## src/inc/sdram_pkg.sv

```systemverilog
// Shared constants, types and helpers of the SDRAM command core
package sdram_pkg;
	// --------------------------------------------------------------
	// Geometry
	// --------------------------------------------------------------
	localparam int COL_W = 9;
	localparam int ROW_W = 12;
	localparam int ADDR_W = 12;
	localparam int BANK_W = 2;
	localparam int NBANK = 4;
	localparam int DATA_W = 16;
	localparam int AP_BIT = 10;
	localparam int CNT_W = 8;
	localparam int PIPE_D = 2;
	// --------------------------------------------------------------
	// Command codes as {cs_n, ras_n, cas_n, we_n}
	// --------------------------------------------------------------
	localparam logic [3:0] CMD_ACT = 4'h3;
	localparam logic [3:0] CMD_RD = 4'h5;
	localparam logic [3:0] CMD_WR = 4'h4;
	localparam logic [3:0] CMD_BST = 4'h6;
	localparam logic [3:0] CMD_PRE = 4'h2;
	localparam logic [3:0] CMD_REF = 4'h1;
	localparam logic [3:0] CMD_NOP = 4'h7;
	// --------------------------------------------------------------
	// Mode register layout
	// --------------------------------------------------------------
	localparam int MODE_W = 6;
	localparam int MODE_BL_LSB = 0;
	localparam int MODE_BT_BIT = 3;
	localparam int MODE_CL_LSB = 4;
	localparam logic [MODE_W-1:0] MODE_RST = 6'h33;
	localparam logic [2:0] BL_FULL = 3'h7;
	localparam logic [7:0] REG_MODE = 8'h00;
	localparam logic [7:0] REG_STATUS = 8'h04;
	// --------------------------------------------------------------
	// Timing
	// --------------------------------------------------------------
	localparam int CLK_NS = 10;
	localparam int T_RP_NS = 20;
	localparam int T_WR_NS = 10;
	localparam int T_RC_NS = 70;
	localparam int T_SREX_NS = 10;
	localparam logic [CNT_W-1:0] TRP_CYC =
		CNT_W'((T_RP_NS + CLK_NS - 1) / CLK_NS);
	localparam logic [CNT_W-1:0] WR_CYC =
		CNT_W'((T_WR_NS + CLK_NS - 1) / CLK_NS);
	localparam logic [CNT_W-1:0] SREX_CYC =
		CNT_W'((T_RC_NS + T_SREX_NS + CLK_NS - 1) / CLK_NS);
	// --------------------------------------------------------------
	// Types
	// --------------------------------------------------------------
	typedef enum logic [3:0] {
		ST_RUN = 4'h1,
		ST_PDOWN = 4'h2,
		ST_SELF = 4'h4,
		ST_EXIT = 4'h8
	} pwr_t;
	typedef struct packed {
		logic cs_n;
		logic ras_n;
		logic cas_n;
		logic we_n;
	} cmd_t;
	typedef struct packed {
		logic we;
		logic re;
		logic [BANK_W-1:0] bank;
		logic [ROW_W-1:0] row;
		logic [COL_W-1:0] col;
		logic [DATA_W-1:0] wdata;
	} arr_req_t;
	// --------------------------------------------------------------
	// Helpers
	// --------------------------------------------------------------
	function automatic logic [COL_W-1:0] burst_mask(input logic [2:0] bl);
		case (bl)
			3'h0: burst_mask = 9'h000;
			3'h1: burst_mask = 9'h001;
			3'h2: burst_mask = 9'h003;
			3'h3: burst_mask = 9'h007;
			3'h7: burst_mask = 9'h1ff;
			default: burst_mask = 9'h000;
		endcase
	endfunction : burst_mask
	function automatic logic [NBANK-1:0] bank_bit(
		input logic [BANK_W-1:0] b);
		bank_bit = NBANK'(1) << b;
	endfunction : bank_bit
endpackage : sdram_pkg

```

## src/col_gen.sv

```systemverilog
// Burst column address generator, sequential or interleaved order
`timescale 1ns/1ps
module col_gen #(
	parameter int COL_W = sdram_pkg::COL_W
) (
	input logic [COL_W-1:0] start,
	input logic [COL_W-1:0] beat,
	input logic [COL_W-1:0] mask,
	input logic ilv,
	output logic [COL_W-1:0] col
);
	import sdram_pkg::*;
	wire [COL_W-1:0] seq_low = start + beat;
	wire [COL_W-1:0] ilv_low = start ^ beat;
	wire [COL_W-1:0] low = ilv ? ilv_low : seq_low;
	// Upper bits fixed, no carry out of the burst window
	assign col = (start & ~mask) | (low & mask);
endmodule : col_gen

```

## src/read_pipe.sv

```systemverilog
// Read data delay line with selectable tap for CAS latency
`timescale 1ns/1ps
module read_pipe #(
	parameter int DW = sdram_pkg::DATA_W,
	parameter int DEPTH = sdram_pkg::PIPE_D
) (
	input logic clk,
	input logic resetn,
	input logic push_v,
	input logic [DW-1:0] push_d,
	input logic sel,
	output logic out_v,
	output logic [DW-1:0] out_d
);
	import sdram_pkg::*;
	logic [DEPTH-1:0] v_r;
	logic [DW-1:0] d_r [DEPTH];
	always_ff @(posedge clk or negedge resetn)
	begin
		if (!resetn)
		begin
			v_r <= '0;
			for (int i = 0; i < DEPTH; i++)
				d_r[i] <= '0;
		end
		else
		begin
			v_r <= {v_r[DEPTH-2:0], push_v};
			d_r[0] <= push_d;
			for (int i = 1; i < DEPTH; i++)
				d_r[i] <= d_r[i-1];
		end
	end
	assign out_v = v_r[sel];
	assign out_d = d_r[sel];
endmodule : read_pipe

```

## src/sdram_cmd_core.sv

```systemverilog
// SDRAM command core: bursts, precharge, power modes
// Notes on behaviour
// - A write during a write burst restarts at the new column.
// - A read cuts a write burst at once; leftover write data dropped.
// - Burst stop code: cs_n and we_n low, ras_n and cas_n high.
// - After burst stop: read output idles after CAS latency; writes stop.
// - Sequential order increments and wraps inside the burst window.
// - Interleaved order flips low column bits from the start column.
// - Address bit 10 high on read or write selects auto-precharge, except in full page.
// - Read auto-precharge starts CAS latency before the burst ends.
// - Write auto-precharge starts one clock after last beat.
// - Precharge code; bit 10 picks all banks, else bank address.
// - Self refresh entry with cke low and all banks idle.
// - Self refresh ignores commands; exit waits row cycle plus exit.
// - cke low with no burst enters power-down.
// - No-operation and deselect leave a running burst untouched.
// - Read code: cs_n and cas_n low, ras_n and we_n high.
`timescale 1ns/1ps
module sdram_cmd_core (
	input logic clk,
	input logic resetn,
	input logic cke,
	input sdram_pkg::cmd_t cmd,
	input logic [sdram_pkg::BANK_W-1:0] ba,
	input logic [sdram_pkg::ADDR_W-1:0] addr,
	input logic dqm,
	input logic [sdram_pkg::DATA_W-1:0] dq_i,
	output logic [sdram_pkg::DATA_W-1:0] dq_o,
	output logic dq_oe,
	input logic [7:0] reg_addr,
	input logic [31:0] reg_wdata,
	input logic reg_wr,
	input logic reg_rd,
	output logic [31:0] reg_rdata,
	output sdram_pkg::arr_req_t arr_req,
	input logic [sdram_pkg::DATA_W-1:0] arr_rdata
);
	import sdram_pkg::*;
	// --------------------------------------------------------------
	// State
	// --------------------------------------------------------------
	logic [MODE_W-1:0] mode_r;
	pwr_t pwr_r;
	pwr_t pwr_nxt;
	logic [CNT_W-1:0] pwr_cnt_r;
	logic [NBANK-1:0] open_r;
	logic [ROW_W-1:0] row_r [NBANK];
	logic [CNT_W-1:0] rec_r [NBANK];
	logic [NBANK-1:0] busy;
	logic act_r;
	logic wr_r;
	logic ap_r;
	logic [BANK_W-1:0] bank_r;
	logic [COL_W-1:0] start_r;
	logic [COL_W-1:0] beat_r;
	logic [CNT_W-1:0] wap_cnt_r;
	logic [BANK_W-1:0] wap_bank_r;
	logic [1:0] dqm_d_r;
	logic pipe_v;
	arr_req_t req_nxt;
	// --------------------------------------------------------------
	// Mode fields
	// --------------------------------------------------------------
	wire [2:0] bl = mode_r[MODE_BL_LSB +: 3];
	wire ilv = mode_r[MODE_BT_BIT];
	wire [1:0] cl = mode_r[MODE_CL_LSB +: 2];
	wire [COL_W-1:0] mask = burst_mask(bl);
	wire full = (bl == BL_FULL);
	// --------------------------------------------------------------
	// Command decode
	// --------------------------------------------------------------
	wire [3:0] code = cmd;
	wire run = (pwr_r == ST_RUN);
	wire take = run & cke;
	wire c_rd = take & (code == CMD_RD) & open_r[ba];
	wire c_wr = take & (code == CMD_WR) & open_r[ba];
	wire c_bst = take & (code == CMD_BST);
	wire c_pre = take & (code == CMD_PRE);
	wire c_act = take & (code == CMD_ACT) & !open_r[ba] & !busy[ba];
	wire all_idle = (open_r == '0) & !act_r & (wap_cnt_r == '0);
	wire c_self = run & !cke & (code == CMD_REF) & all_idle;
	wire [NBANK-1:0] pre_mask =
		addr[AP_BIT] ? {NBANK{1'b1}} : bank_bit(ba);
	// --------------------------------------------------------------
	// Burst sequencing
	// --------------------------------------------------------------
	wire pre_hit = c_pre & pre_mask[bank_r];
	wire nb = c_rd | c_wr;
	wire go = nb | (act_r & !c_bst & !pre_hit);
	wire [COL_W-1:0] cur_start = nb ? addr[COL_W-1:0] : start_r;
	wire [COL_W-1:0] cur_beat = nb ? '0 : beat_r;
	wire [BANK_W-1:0] cur_bank = nb ? ba : bank_r;
	wire cur_wr = nb ? c_wr : wr_r;
	wire cur_ap = nb ? (addr[AP_BIT] & !full) : ap_r;
	wire last = go & !full & (cur_beat == mask);
	wire [COL_W-1:0] cur_col;
	col_gen #(.COL_W(COL_W)) u_col (
		.start(cur_start),
		.beat(cur_beat),
		.mask(mask),
		.ilv(ilv),
		.col(cur_col)
	);
	// --------------------------------------------------------------
	// Precharge sources
	// --------------------------------------------------------------
	wire rd_ap_go = last & !cur_wr & cur_ap;
	wire wr_ap_go = (wap_cnt_r == CNT_W'(1));
	wire [NBANK-1:0] close =
		(c_pre ? pre_mask : '0) |
		(rd_ap_go ? bank_bit(cur_bank) : '0) |
		(wr_ap_go ? bank_bit(wap_bank_r) : '0);
	// --------------------------------------------------------------
	// Array request
	// --------------------------------------------------------------
	always_comb
	begin
		req_nxt.we = go & cur_wr & !dqm;
		req_nxt.re = go & !cur_wr;
		req_nxt.bank = cur_bank;
		req_nxt.row = row_r[cur_bank];
		req_nxt.col = cur_col;
		req_nxt.wdata = dq_i;
	end
	always_ff @(posedge clk or negedge resetn)
	begin
		if (!resetn)
			arr_req <= '0;
		else
			arr_req <= req_nxt;
	end
	// --------------------------------------------------------------
	// Burst registers
	// --------------------------------------------------------------
	always_ff @(posedge clk or negedge resetn)
	begin
		if (!resetn)
		begin
			act_r <= 1'b0;
			wr_r <= 1'b0;
			ap_r <= 1'b0;
			bank_r <= '0;
			start_r <= '0;
			beat_r <= '0;
		end
		else
		begin
			act_r <= go & !last;
			wr_r <= go & cur_wr;
			ap_r <= cur_ap;
			bank_r <= cur_bank;
			start_r <= cur_start;
			beat_r <= cur_beat + COL_W'(1);
		end
	end
	// --------------------------------------------------------------
	// Bank state and recovery
	// --------------------------------------------------------------
	always_comb
	begin
		for (int i = 0; i < NBANK; i++)
			busy[i] = (rec_r[i] != '0);
	end
	always_ff @(posedge clk or negedge resetn)
	begin
		if (!resetn)
		begin
			open_r <= '0;
			wap_cnt_r <= '0;
			wap_bank_r <= '0;
			for (int i = 0; i < NBANK; i++)
			begin
				rec_r[i] <= '0;
				row_r[i] <= '0;
			end
		end
		else
		begin
			if (last & cur_wr & cur_ap)
			begin
				wap_cnt_r <= WR_CYC;
				wap_bank_r <= cur_bank;
			end
			else if (wap_cnt_r != '0)
				wap_cnt_r <= wap_cnt_r - CNT_W'(1);
			for (int i = 0; i < NBANK; i++)
			begin
				if (close[i])
				begin
					open_r[i] <= 1'b0;
					rec_r[i] <= TRP_CYC;
				end
				else
				begin
					if (busy[i])
						rec_r[i] <= rec_r[i] - CNT_W'(1);
					if (c_act && ba == BANK_W'(i))
					begin
						open_r[i] <= 1'b1;
						row_r[i] <= addr;
					end
				end
			end
		end
	end
	// --------------------------------------------------------------
	// Power modes
	// --------------------------------------------------------------
	always_comb
	begin
		case (pwr_r)
			ST_RUN:
				if (c_self)
					pwr_nxt = ST_SELF;
				else if (!cke && !act_r && wap_cnt_r == '0)
					pwr_nxt = ST_PDOWN;
				else
					pwr_nxt = ST_RUN;
			ST_PDOWN:
				pwr_nxt = cke ? ST_RUN : ST_PDOWN;
			ST_SELF:
				pwr_nxt = cke ? ST_EXIT : ST_SELF;
			ST_EXIT:
				pwr_nxt = (pwr_cnt_r == CNT_W'(1)) ? ST_RUN : ST_EXIT;
			default:
				pwr_nxt = ST_RUN;
		endcase
	end
	always_ff @(posedge clk or negedge resetn)
	begin
		if (!resetn)
		begin
			pwr_r <= ST_RUN;
			pwr_cnt_r <= '0;
		end
		else
		begin
			pwr_r <= pwr_nxt;
			if (pwr_r == ST_SELF && cke)
				pwr_cnt_r <= SREX_CYC;
			else if (pwr_cnt_r != '0)
				pwr_cnt_r <= pwr_cnt_r - CNT_W'(1);
		end
	end
	// --------------------------------------------------------------
	// Read data path
	// --------------------------------------------------------------
	read_pipe #(.DW(DATA_W), .DEPTH(PIPE_D)) u_pipe (
		.clk(clk),
		.resetn(resetn),
		.push_v(arr_req.re),
		.push_d(arr_rdata),
		.sel(cl[0]),
		.out_v(pipe_v),
		.out_d(dq_o)
	);
	always_ff @(posedge clk or negedge resetn)
	begin
		if (!resetn)
			dqm_d_r <= 2'h3;
		else
			dqm_d_r <= {dqm_d_r[0], dqm};
	end
	// Output mask lags dqm by two clocks
	assign dq_oe = pipe_v & !dqm_d_r[1];
	// --------------------------------------------------------------
	// Register port
	// --------------------------------------------------------------
	wire [31:0] status = {18'h0, wr_r, act_r, pwr_r, busy, open_r};
	wire [31:0] rd_mux =
		(reg_addr == REG_MODE) ? {26'h0, mode_r} :
		(reg_addr == REG_STATUS) ? status : 32'h0;
	always_ff @(posedge clk or negedge resetn)
	begin
		if (!resetn)
		begin
			mode_r <= MODE_RST;
			reg_rdata <= '0;
		end
		else
		begin
			if (reg_wr && reg_addr == REG_MODE)
				mode_r <= reg_wdata[MODE_W-1:0];
			reg_rdata <= reg_rd ? rd_mux : 32'h0;
		end
	end
endmodule : sdram_cmd_core

```

## config.mk

```make
export PLATFORM = sky130hd
export DESIGN_NAME = sdram_cmd_core
export DESIGN_NICKNAME = d
export VERILOG_FILES = /design/src/inc/sdram_pkg.sv /design/src/col_gen.sv /design/src/read_pipe.sv /design/src/sdram_cmd_core.sv
export SDC_FILE = /design/constraint.sdc
export NUM_CORES = 1
export LEC_CHECK = 0
export ABC_AREA = 1
export BUFFER_PORTS_ARGS = -buffer_cell sky130_fd_sc_hd__clkbuf_2
export CORE_MARGIN = 4
export CORE_UTILIZATION = 23
export CTS_CLUSTER_DIAMETER = 100
export DETAILED_ROUTE_END_ITERATION = 8
export GPL_TIMING_DRIVEN = 0
export SLEW_MARGIN = 20
export SYNTH_ARGS = -nofsm -noshare
export SYNTH_HDL_FRONTEND = slang
export SYNTH_HIERARCHICAL = 1
export SYNTH_SLANG_ARGS = --single-unit
```

## constraint.sdc

```tcl
create_clock -name clk -period 2.8 [get_ports clk]
set_input_delay 0.7 -clock clk [delete_from_list [all_inputs] [get_ports clk]]
set_output_delay 0.7 -clock clk [all_outputs]
set_load 0.02 [all_outputs]
```

# [Yosys cells after proc, flatten, opt, wreduce, memory -nomap -nowiden]
# Index checks and enable logic that the tools add are counted.
[word_totals] reg_bits=224 inputBits=96 out_inout_bits=90 wordCells=212
[op_classes] n_addsub=8 order_cmp=5 eq_ne=21 shifts=3 n_mux=54 n_bitwise=45 reduce_logical=43
[ops] op="$mux 8" n=12
[ops] op="$mux 16" n=3
[ops] op="$reduce_bool 8->1" n=6
[ops] op="$sub 8x1->8 const B" n=6
[ops] op="$mux 14" n=3
[ops] op="$pmux 9 s4" n=1
[ops] op="$and 1x1->1" n=30
[ops] op="$mux 9" n=3
[ops] op="$bmux 12 s2" n=1
[ops] op="$mux 12" n=2
[ops] op="$mux 4" n=6
[ops] op="$reduce_bool 2->1" n=10
[ops] op="$and 9x9->9" n=2
[ops] op="$eq 4x3->1 const B" n=4
[ops] op="$eq 8x1->1 const B" n=2
[ops] op="$logic_not 8->1" n=2
[ops] op="$pmux 4 s4" n=1
[ops] op="$mux 1" n=15
[ops] op="$eq 4x2->1 const B" n=3
[ops] op="$shl 1x2->4 const A" n=3
[ops] op="$logic_not 1->1" n=11
[ops] op="$add 9x1->9 const B" n=1
[ops] op="$add 9x9->9" n=1
[ops] op="$eq 9x9->1" n=1
[ops] op="27 further kinds" n=50

# [Longest topological paths before layout]
[depth] ltp_word=17 depth_mapped=23 ltp_nobuf=20

# [Modules after synthesis]
# The synthesis kept the hierarchy.
[modules_own_cells] mod="sdram_cmd_core" instances=1 cells_per_inst=920 area_each_um2=8483.1 seq_area_each_um2=4763.3
[modules_own_cells] mod="read_pipe" instances=1 cells_per_inst=89 area_each_um2=1106.1 seq_area_each_um2=850.8
[modules_own_cells] mod="col_gen" instances=1 cells_per_inst=97 area_each_um2=521.8 seq_area_each_um2=0.0

# [Worst setup path before layout]
# Ideal clock, no wire load.
[synth_timing] path_type="input-to-reg" startpoint="input ba[0] (netlist name)" endpoint="register arr_req[24] (netlist name)" setup_time_ps=117 arrival_time_ps=2961 required_time_ps=2683 slack_ps=-278 stages=22 n_path_buf=3 path_cell_list="buf_4 > inv_2 > nand3_2 > nand2_1 > nor2_2 > nand2_1 > buf_2 > inv_1 > clkbuf_1 > nand2_1 > nand2_1 > ha_1 > inv_1 > fa_1 > inv_1 > nand2_1 > nand2_1 > nand3_1 > nand3_1 > nand3_1 > nand2_1 > nand2_1"
[synth_between] elab_chain_len=9 elab_cells_between_ends=13 cone_classes="1 x add/sub; 5 x mux; 7 x bitwise"
[synth_rtl] item="start, declared" line_no="sdram_cmd_core.sv:24" text="input logic [sdram_pkg::BANK_W-1:0] ba,"
[synth_rtl] item="$bmux 1 s2 (*)" line_no="sdram_cmd_core.sv:75, sdram_cmd_core.sv:76"
[synth_rtl] item="$mux 1 (not written as such) (*)" line_no="sdram_cmd_core.sv:75, sdram_cmd_core.sv:76"
[synth_rtl] item="$and 1x1->1 (on tied branches)" line_no="sdram_cmd_core.sv:75, sdram_cmd_core.sv:76"
[synth_rtl] item="$or 1x1->1 (*)" line_no="sdram_cmd_core.sv:88" text="wire nb = c_rd | c_wr;"
[synth_rtl] item="$mux 9 (*)" line_no="sdram_cmd_core.sv:90" text="wire [COL_W-1:0] cur_start = nb ? addr[COL_W-1:0] : start_r;"
[synth_rtl] item="named net cur_start[0]" line_no="sdram_cmd_core.sv:90"
[synth_rtl] item="$add 9x9->9 (*)" line_no="col_gen.sv:13" text="wire [COL_W-1:0] seq_low = start + beat;"
[synth_rtl] item="$mux 9 (*)" line_no="col_gen.sv:15" text="wire [COL_W-1:0] low = ilv ? ilv_low : seq_low;"
[synth_rtl] item="$and 9x9->9 (*)" line_no="col_gen.sv:17" text="assign col = (start & ~mask) | (low & mask);"
[synth_rtl] item="$or 9x9->9 (*)" line_no="col_gen.sv:17"
[synth_rtl] item="named net cur_col[8]" line_no="sdram_cmd_core.sv:96" text="wire [COL_W-1:0] cur_col;"
[synth_rtl] item="end signal, assigned" line_no="sdram_cmd_core.sv:130" text="arr_req <= req_nxt;"
[synth_rtl] item="end, declared" line_no="sdram_cmd_core.sv:35" text="output sdram_pkg::arr_req_t arr_req,"
# Mark *: on every way through the listed nets, which the timed path passes. The rest lies on a longest branch. The select of a mux whose other input is x is not followed.
# A chain may end at the register's enable or synchronous reset.

# [Worst setup path after layout]
[layout_timing] startpoint="register pwr_r[0]" endpoint="register arr_req[22] (netlist name)"
[layout_between] elab_chain_len=10 elab_cells_between_ends=15 cone_classes="1 x add/sub; 1 x eq/ne; 3 x mux; 10 x bitwise"
[layout_rtl] item="start, declared" line_no="sdram_cmd_core.sv:43" text="pwr_t pwr_r;"
[layout_rtl] item="start signal, assigned" line_no="sdram_cmd_core.sv:238" text="pwr_r <= pwr_nxt;"
[layout_rtl] item="$eq 4x1->1 (*)" line_no="sdram_cmd_core.sv:73" text="wire run = (pwr_r == ST_RUN);"
[layout_rtl] item="$and 1x1->1 (*)" line_no="sdram_cmd_core.sv:74" text="wire take = run & cke;"
[layout_rtl] item="$and 1x1->1 (on tied branches) (2 in series)" line_no="sdram_cmd_core.sv:75, sdram_cmd_core.sv:76"
[layout_rtl] item="$or 1x1->1 (*)" line_no="sdram_cmd_core.sv:88"
[layout_rtl] item="$mux 9 (*)" line_no="sdram_cmd_core.sv:90"
[layout_rtl] item="named net cur_start[0]" line_no="sdram_cmd_core.sv:90"
[layout_rtl] item="$add 9x9->9 (*)" line_no="col_gen.sv:13"
[layout_rtl] item="$mux 9 (*)" line_no="col_gen.sv:15"
[layout_rtl] item="$and 9x9->9 (*)" line_no="col_gen.sv:17"
[layout_rtl] item="$or 9x9->9 (*)" line_no="col_gen.sv:17"
[layout_rtl] item="named net cur_col[6]" line_no="sdram_cmd_core.sv:96"
# Mark *: on every way through the listed nets, which the timed path passes. The rest lies on a longest branch.

==> results.tsv <==
stage	metric	value	unit
outcome	status	finished clean	
drt	drtPass1Iterations	6	
grt	antenna_found_initial	1	
floorplan	coreArea	43300	um^2
yosys	synthCells	1106	
worst_setup_path	reg2reg_slack	0.19	ns
timing	setup_viol	0	
timing	finalClockSkew	0.0164	ns
yosys	synth_area_leaders	dfrtp_1 54%, nand2_1 11%, nor2_1 4.3%	
final_layout	finalNetCount	1408	
timing	whs	0.200	ns
clock_tree	htreeDepth	1	
timing	max_slew_margin	37.5	%
clock_tree	ctsHoldBuffers	0	
clock_tree	cts_tree	built	
grt	grt_max_degree	93	
flow_run	maxCapViolCount	0	
timing	hold_viol_final	0	
power	p_leak	6.39	nW
worst_setup_path	crit-reg2reg-launch	pwr_r[0]	
worst_setup_path	critPathMaxFanout	11	
floorplan	start_util	23.4	%
final_layout	layout_common_cells	299 x nand2_1, 217 x dfrtp_1, 137 x clkbuf_2, 112 x nor2_1, 92 x inv_1	
timing	fin_crit	2.61	ns
floorplan	fp.dieH	218	um
power	peakVddDrop	0.400	mV
clock_tree	clock_path_buffers	3	
worst_setup_path	setup.worst_path.end_class	register	
drt	viasPerCell	4.21	
floorplan	die_area	47400	um^2
floorplan	io-pin-count	186	
drt	ant_nets	0	
yosys	synthDistinctLibCells	45	
worst_setup_path	cp.arrival	3.08	ns
timing	worstMarginPinSlew	0.934	ns
worst_setup_path	rr_endpoint	arr_req[22]	
final_layout	fillers	4550	
drt	drt_wl_total	27.0	mm
hold_path	holdCritPathClass	primary input to async pin	
yosys	synthArstFlopShare	100	%
floorplan	fp.dieW	218	um
final_layout	final_common_cell	nand2_1	
timing	setup_tns	0	ns
yosys	synth_edf_count	0	
yosys	synth-seq-cells	224	
drt	initialDrtViolationCount	469	
timing	max_freq	0.383	GHz
final_layout	syn2layout_area_growth	24.7	%
worst_setup_path	critPathKind	register to register	
grt	grt_pass1_vias	8088	
power	power_density	773	nW/um^2
timing	period_share	93.3	%
clock_tree	path_clk_slew	0.06	ns
worst_setup_path	cp.required	3.27	ns
placement	numPortBuffers	138	
timing	finalWorstSetupSlack	0.187	ns
final_layout	n_antenna_cell	0	
placement	dpl.hpwl	20.3	mm
drt	drc	0	
drt	vias	7982	
yosys	yosys_most_used_dff	dfrtp_1	
drt	wl_per_cell	14.3	um
clock_tree	cts_buffers	24	
final_layout	layout-drive-gt1-share	22.8	%
clock_tree	cts.sinks	224	
yosys	yosysWarningCount	6	
yosys	synth_seq_area_share	55.5	%
timing	rsz0062_at_grt	yes	
yosys	synth_area_leader_cell	dfrtp_1	
worst_setup_path	worst-r2r-cell-count	21	
yosys	syn_area	10100	um^2
floorplan	rows	76	
worst_setup_path	cp-start-kind	register	
timing	drv_slew	0	
final_layout	finalNonFillerCells	1896	
placement	place_congestion	0.888	
grt	grt_pass1_wl	43.3	mm
clock_tree	cts_root_buf	clkbuf_16	
placement	pre_cts_ws	-0.566	ns
grt	grtUsageTotal	11.3	%
power	power	9.75	mW
yosys	synth_top_area_share	53.7	%
yosys	avgSynthCellArea	9.14	um^2
placement	dp.cells	1848	
clock_tree	clk_latency	0.53	ns
grt	overflow	0	
==> repair_timing <==
item / 4_1_cts / 5_1_grt
pin swaps: 5 / 6
gates resized for setup: 10 / 13
setup endpoints to repair: 3 / 20
buffers inserted: 3 / 3
==> cells in the mapped netlist, types with 4 or more instances <==
cell and number:
buf_6 7, dfstp_2 7, ha_1 17, mux2_2 4, nand2_2 7, inv_2 5
nand3_1 44, nor4_1 9, xor2_1 17, nand3_2 6, nor2_1 115, xnor2_1 11
o21ai_1 5, or2_2 5, a22oi_1 20, a21oi_1 34, clkbuf_1 7, dfrtp_1 217
nand2_1 302, o21ai_0 17, nor3_1 20, nand4_4 4, a31oi_1 6, o32ai_1 4
nor2_2 7, buf_4 19, inv_1 97, nand4_1 55, buf_2 13
==> report_power, final <==
part           leakage [nW]  internal [mW]  total, mW  switching (mW)
sequential             2.82           3.80       4.17           0.373
combinational          3.21          0.971       2.51            1.54
clock                 0.367           1.76       3.07            1.31
==> sequential cells by signal (all words and copies together) (netlist names), 4 cells and up <==
signal,count
row_r,48
arr_req,39
rec_r,32
u_pipe/d_r,32
reg_rdata,14
beat_r,9
start_r,9
pwr_cnt_r,8
wap_cnt_r,8
mode_r,6
open_r,4
pwr_r,4
==> logic make-up after synthesis <==
logic type	Yosys count	synth area share (%)
AND/OR/NAND/NOR	581	25.9
flip-flops	224	55.5
buffers and inverters	153	7.38
AO/OA/AOI/OAI	97	5.95
XOR/XNOR	28	2.43
adder cells (fa/ha/maj)	18	2.30
multiplexers	4	0.445
other	1	0.0371
==> through the flow <==
| stage | util (%) | cell area, um^2 |
|---|---|---|
| floorplan | - | 10200 |
| global placement | 27.0 | 11700 |
| detailed placement | 27.1 | 11700 |
| CTS | 29.0 | 12500 |
| global route | 29.1 | 12600 |
| finish | 29.1 | 12600 |
==> area by class of cell <==
class                   instances  area (um^2)  area share (%)
clock inverters                 8         78.8           0.625
plain buffers                  48          373            2.96
inverters                     104          418            3.31
flip-flops and latches        224         5610            44.5
clock buffers                  35          672            5.33
well taps                     585          732            5.81
repair buffers                146          800            6.34
multi-input cells             746         3920            31.1
==> worst max-delay path by stage <==
stage	from	end	slack (ns)	depth (start not counted)
global placement	resetn	arr_req[30]	-3.55	1
global route	pwr_r[0]	arr_req[22]	-0.01	21
floorplan	ba[1]	arr_req[24]	-0.02	22
detailed placement	cmd[2]	arr_req[24]	-0.57	22
CTS	pwr_r[0]	arr_req[24]	0.02	21
finish	pwr_r[0]	arr_req[22]	0.19	21
==> worst max-delay path, stage by stage, from the launching register on <==
cell and delay [ns]:
dfstp_2 0.54, inv_2 0.05, nor2_4 0.08, nand3_2 0.09
nor2_2 0.10, nand2_2 0.07, buf_6 0.14, clkinv_8 0.06
nand2_1 0.06, nand2_2 0.11, ha_4 0.15, inv_2 0.04
fa_2 0.36, inv_2 0.05, nand2_1 0.05, nand2_2 0.12
nand3b_1 0.10, o21ai_2 0.08, inv_1 0.06, nand2_1 0.05
nand3_1 0.06, nand2_1 0.10
==> metal layers <==
layer  part of all wire (%)  vias to the layer above  track usage [%]
met5                  0.048                        -                0
met4                    1.9                        2             3.05
met2                     51                      138             20.1
met1                     42                     3857             13.9
li1                       -                     3952                -
met3                    4.9                       33             2.17
(Power assumes the default switching activity.)
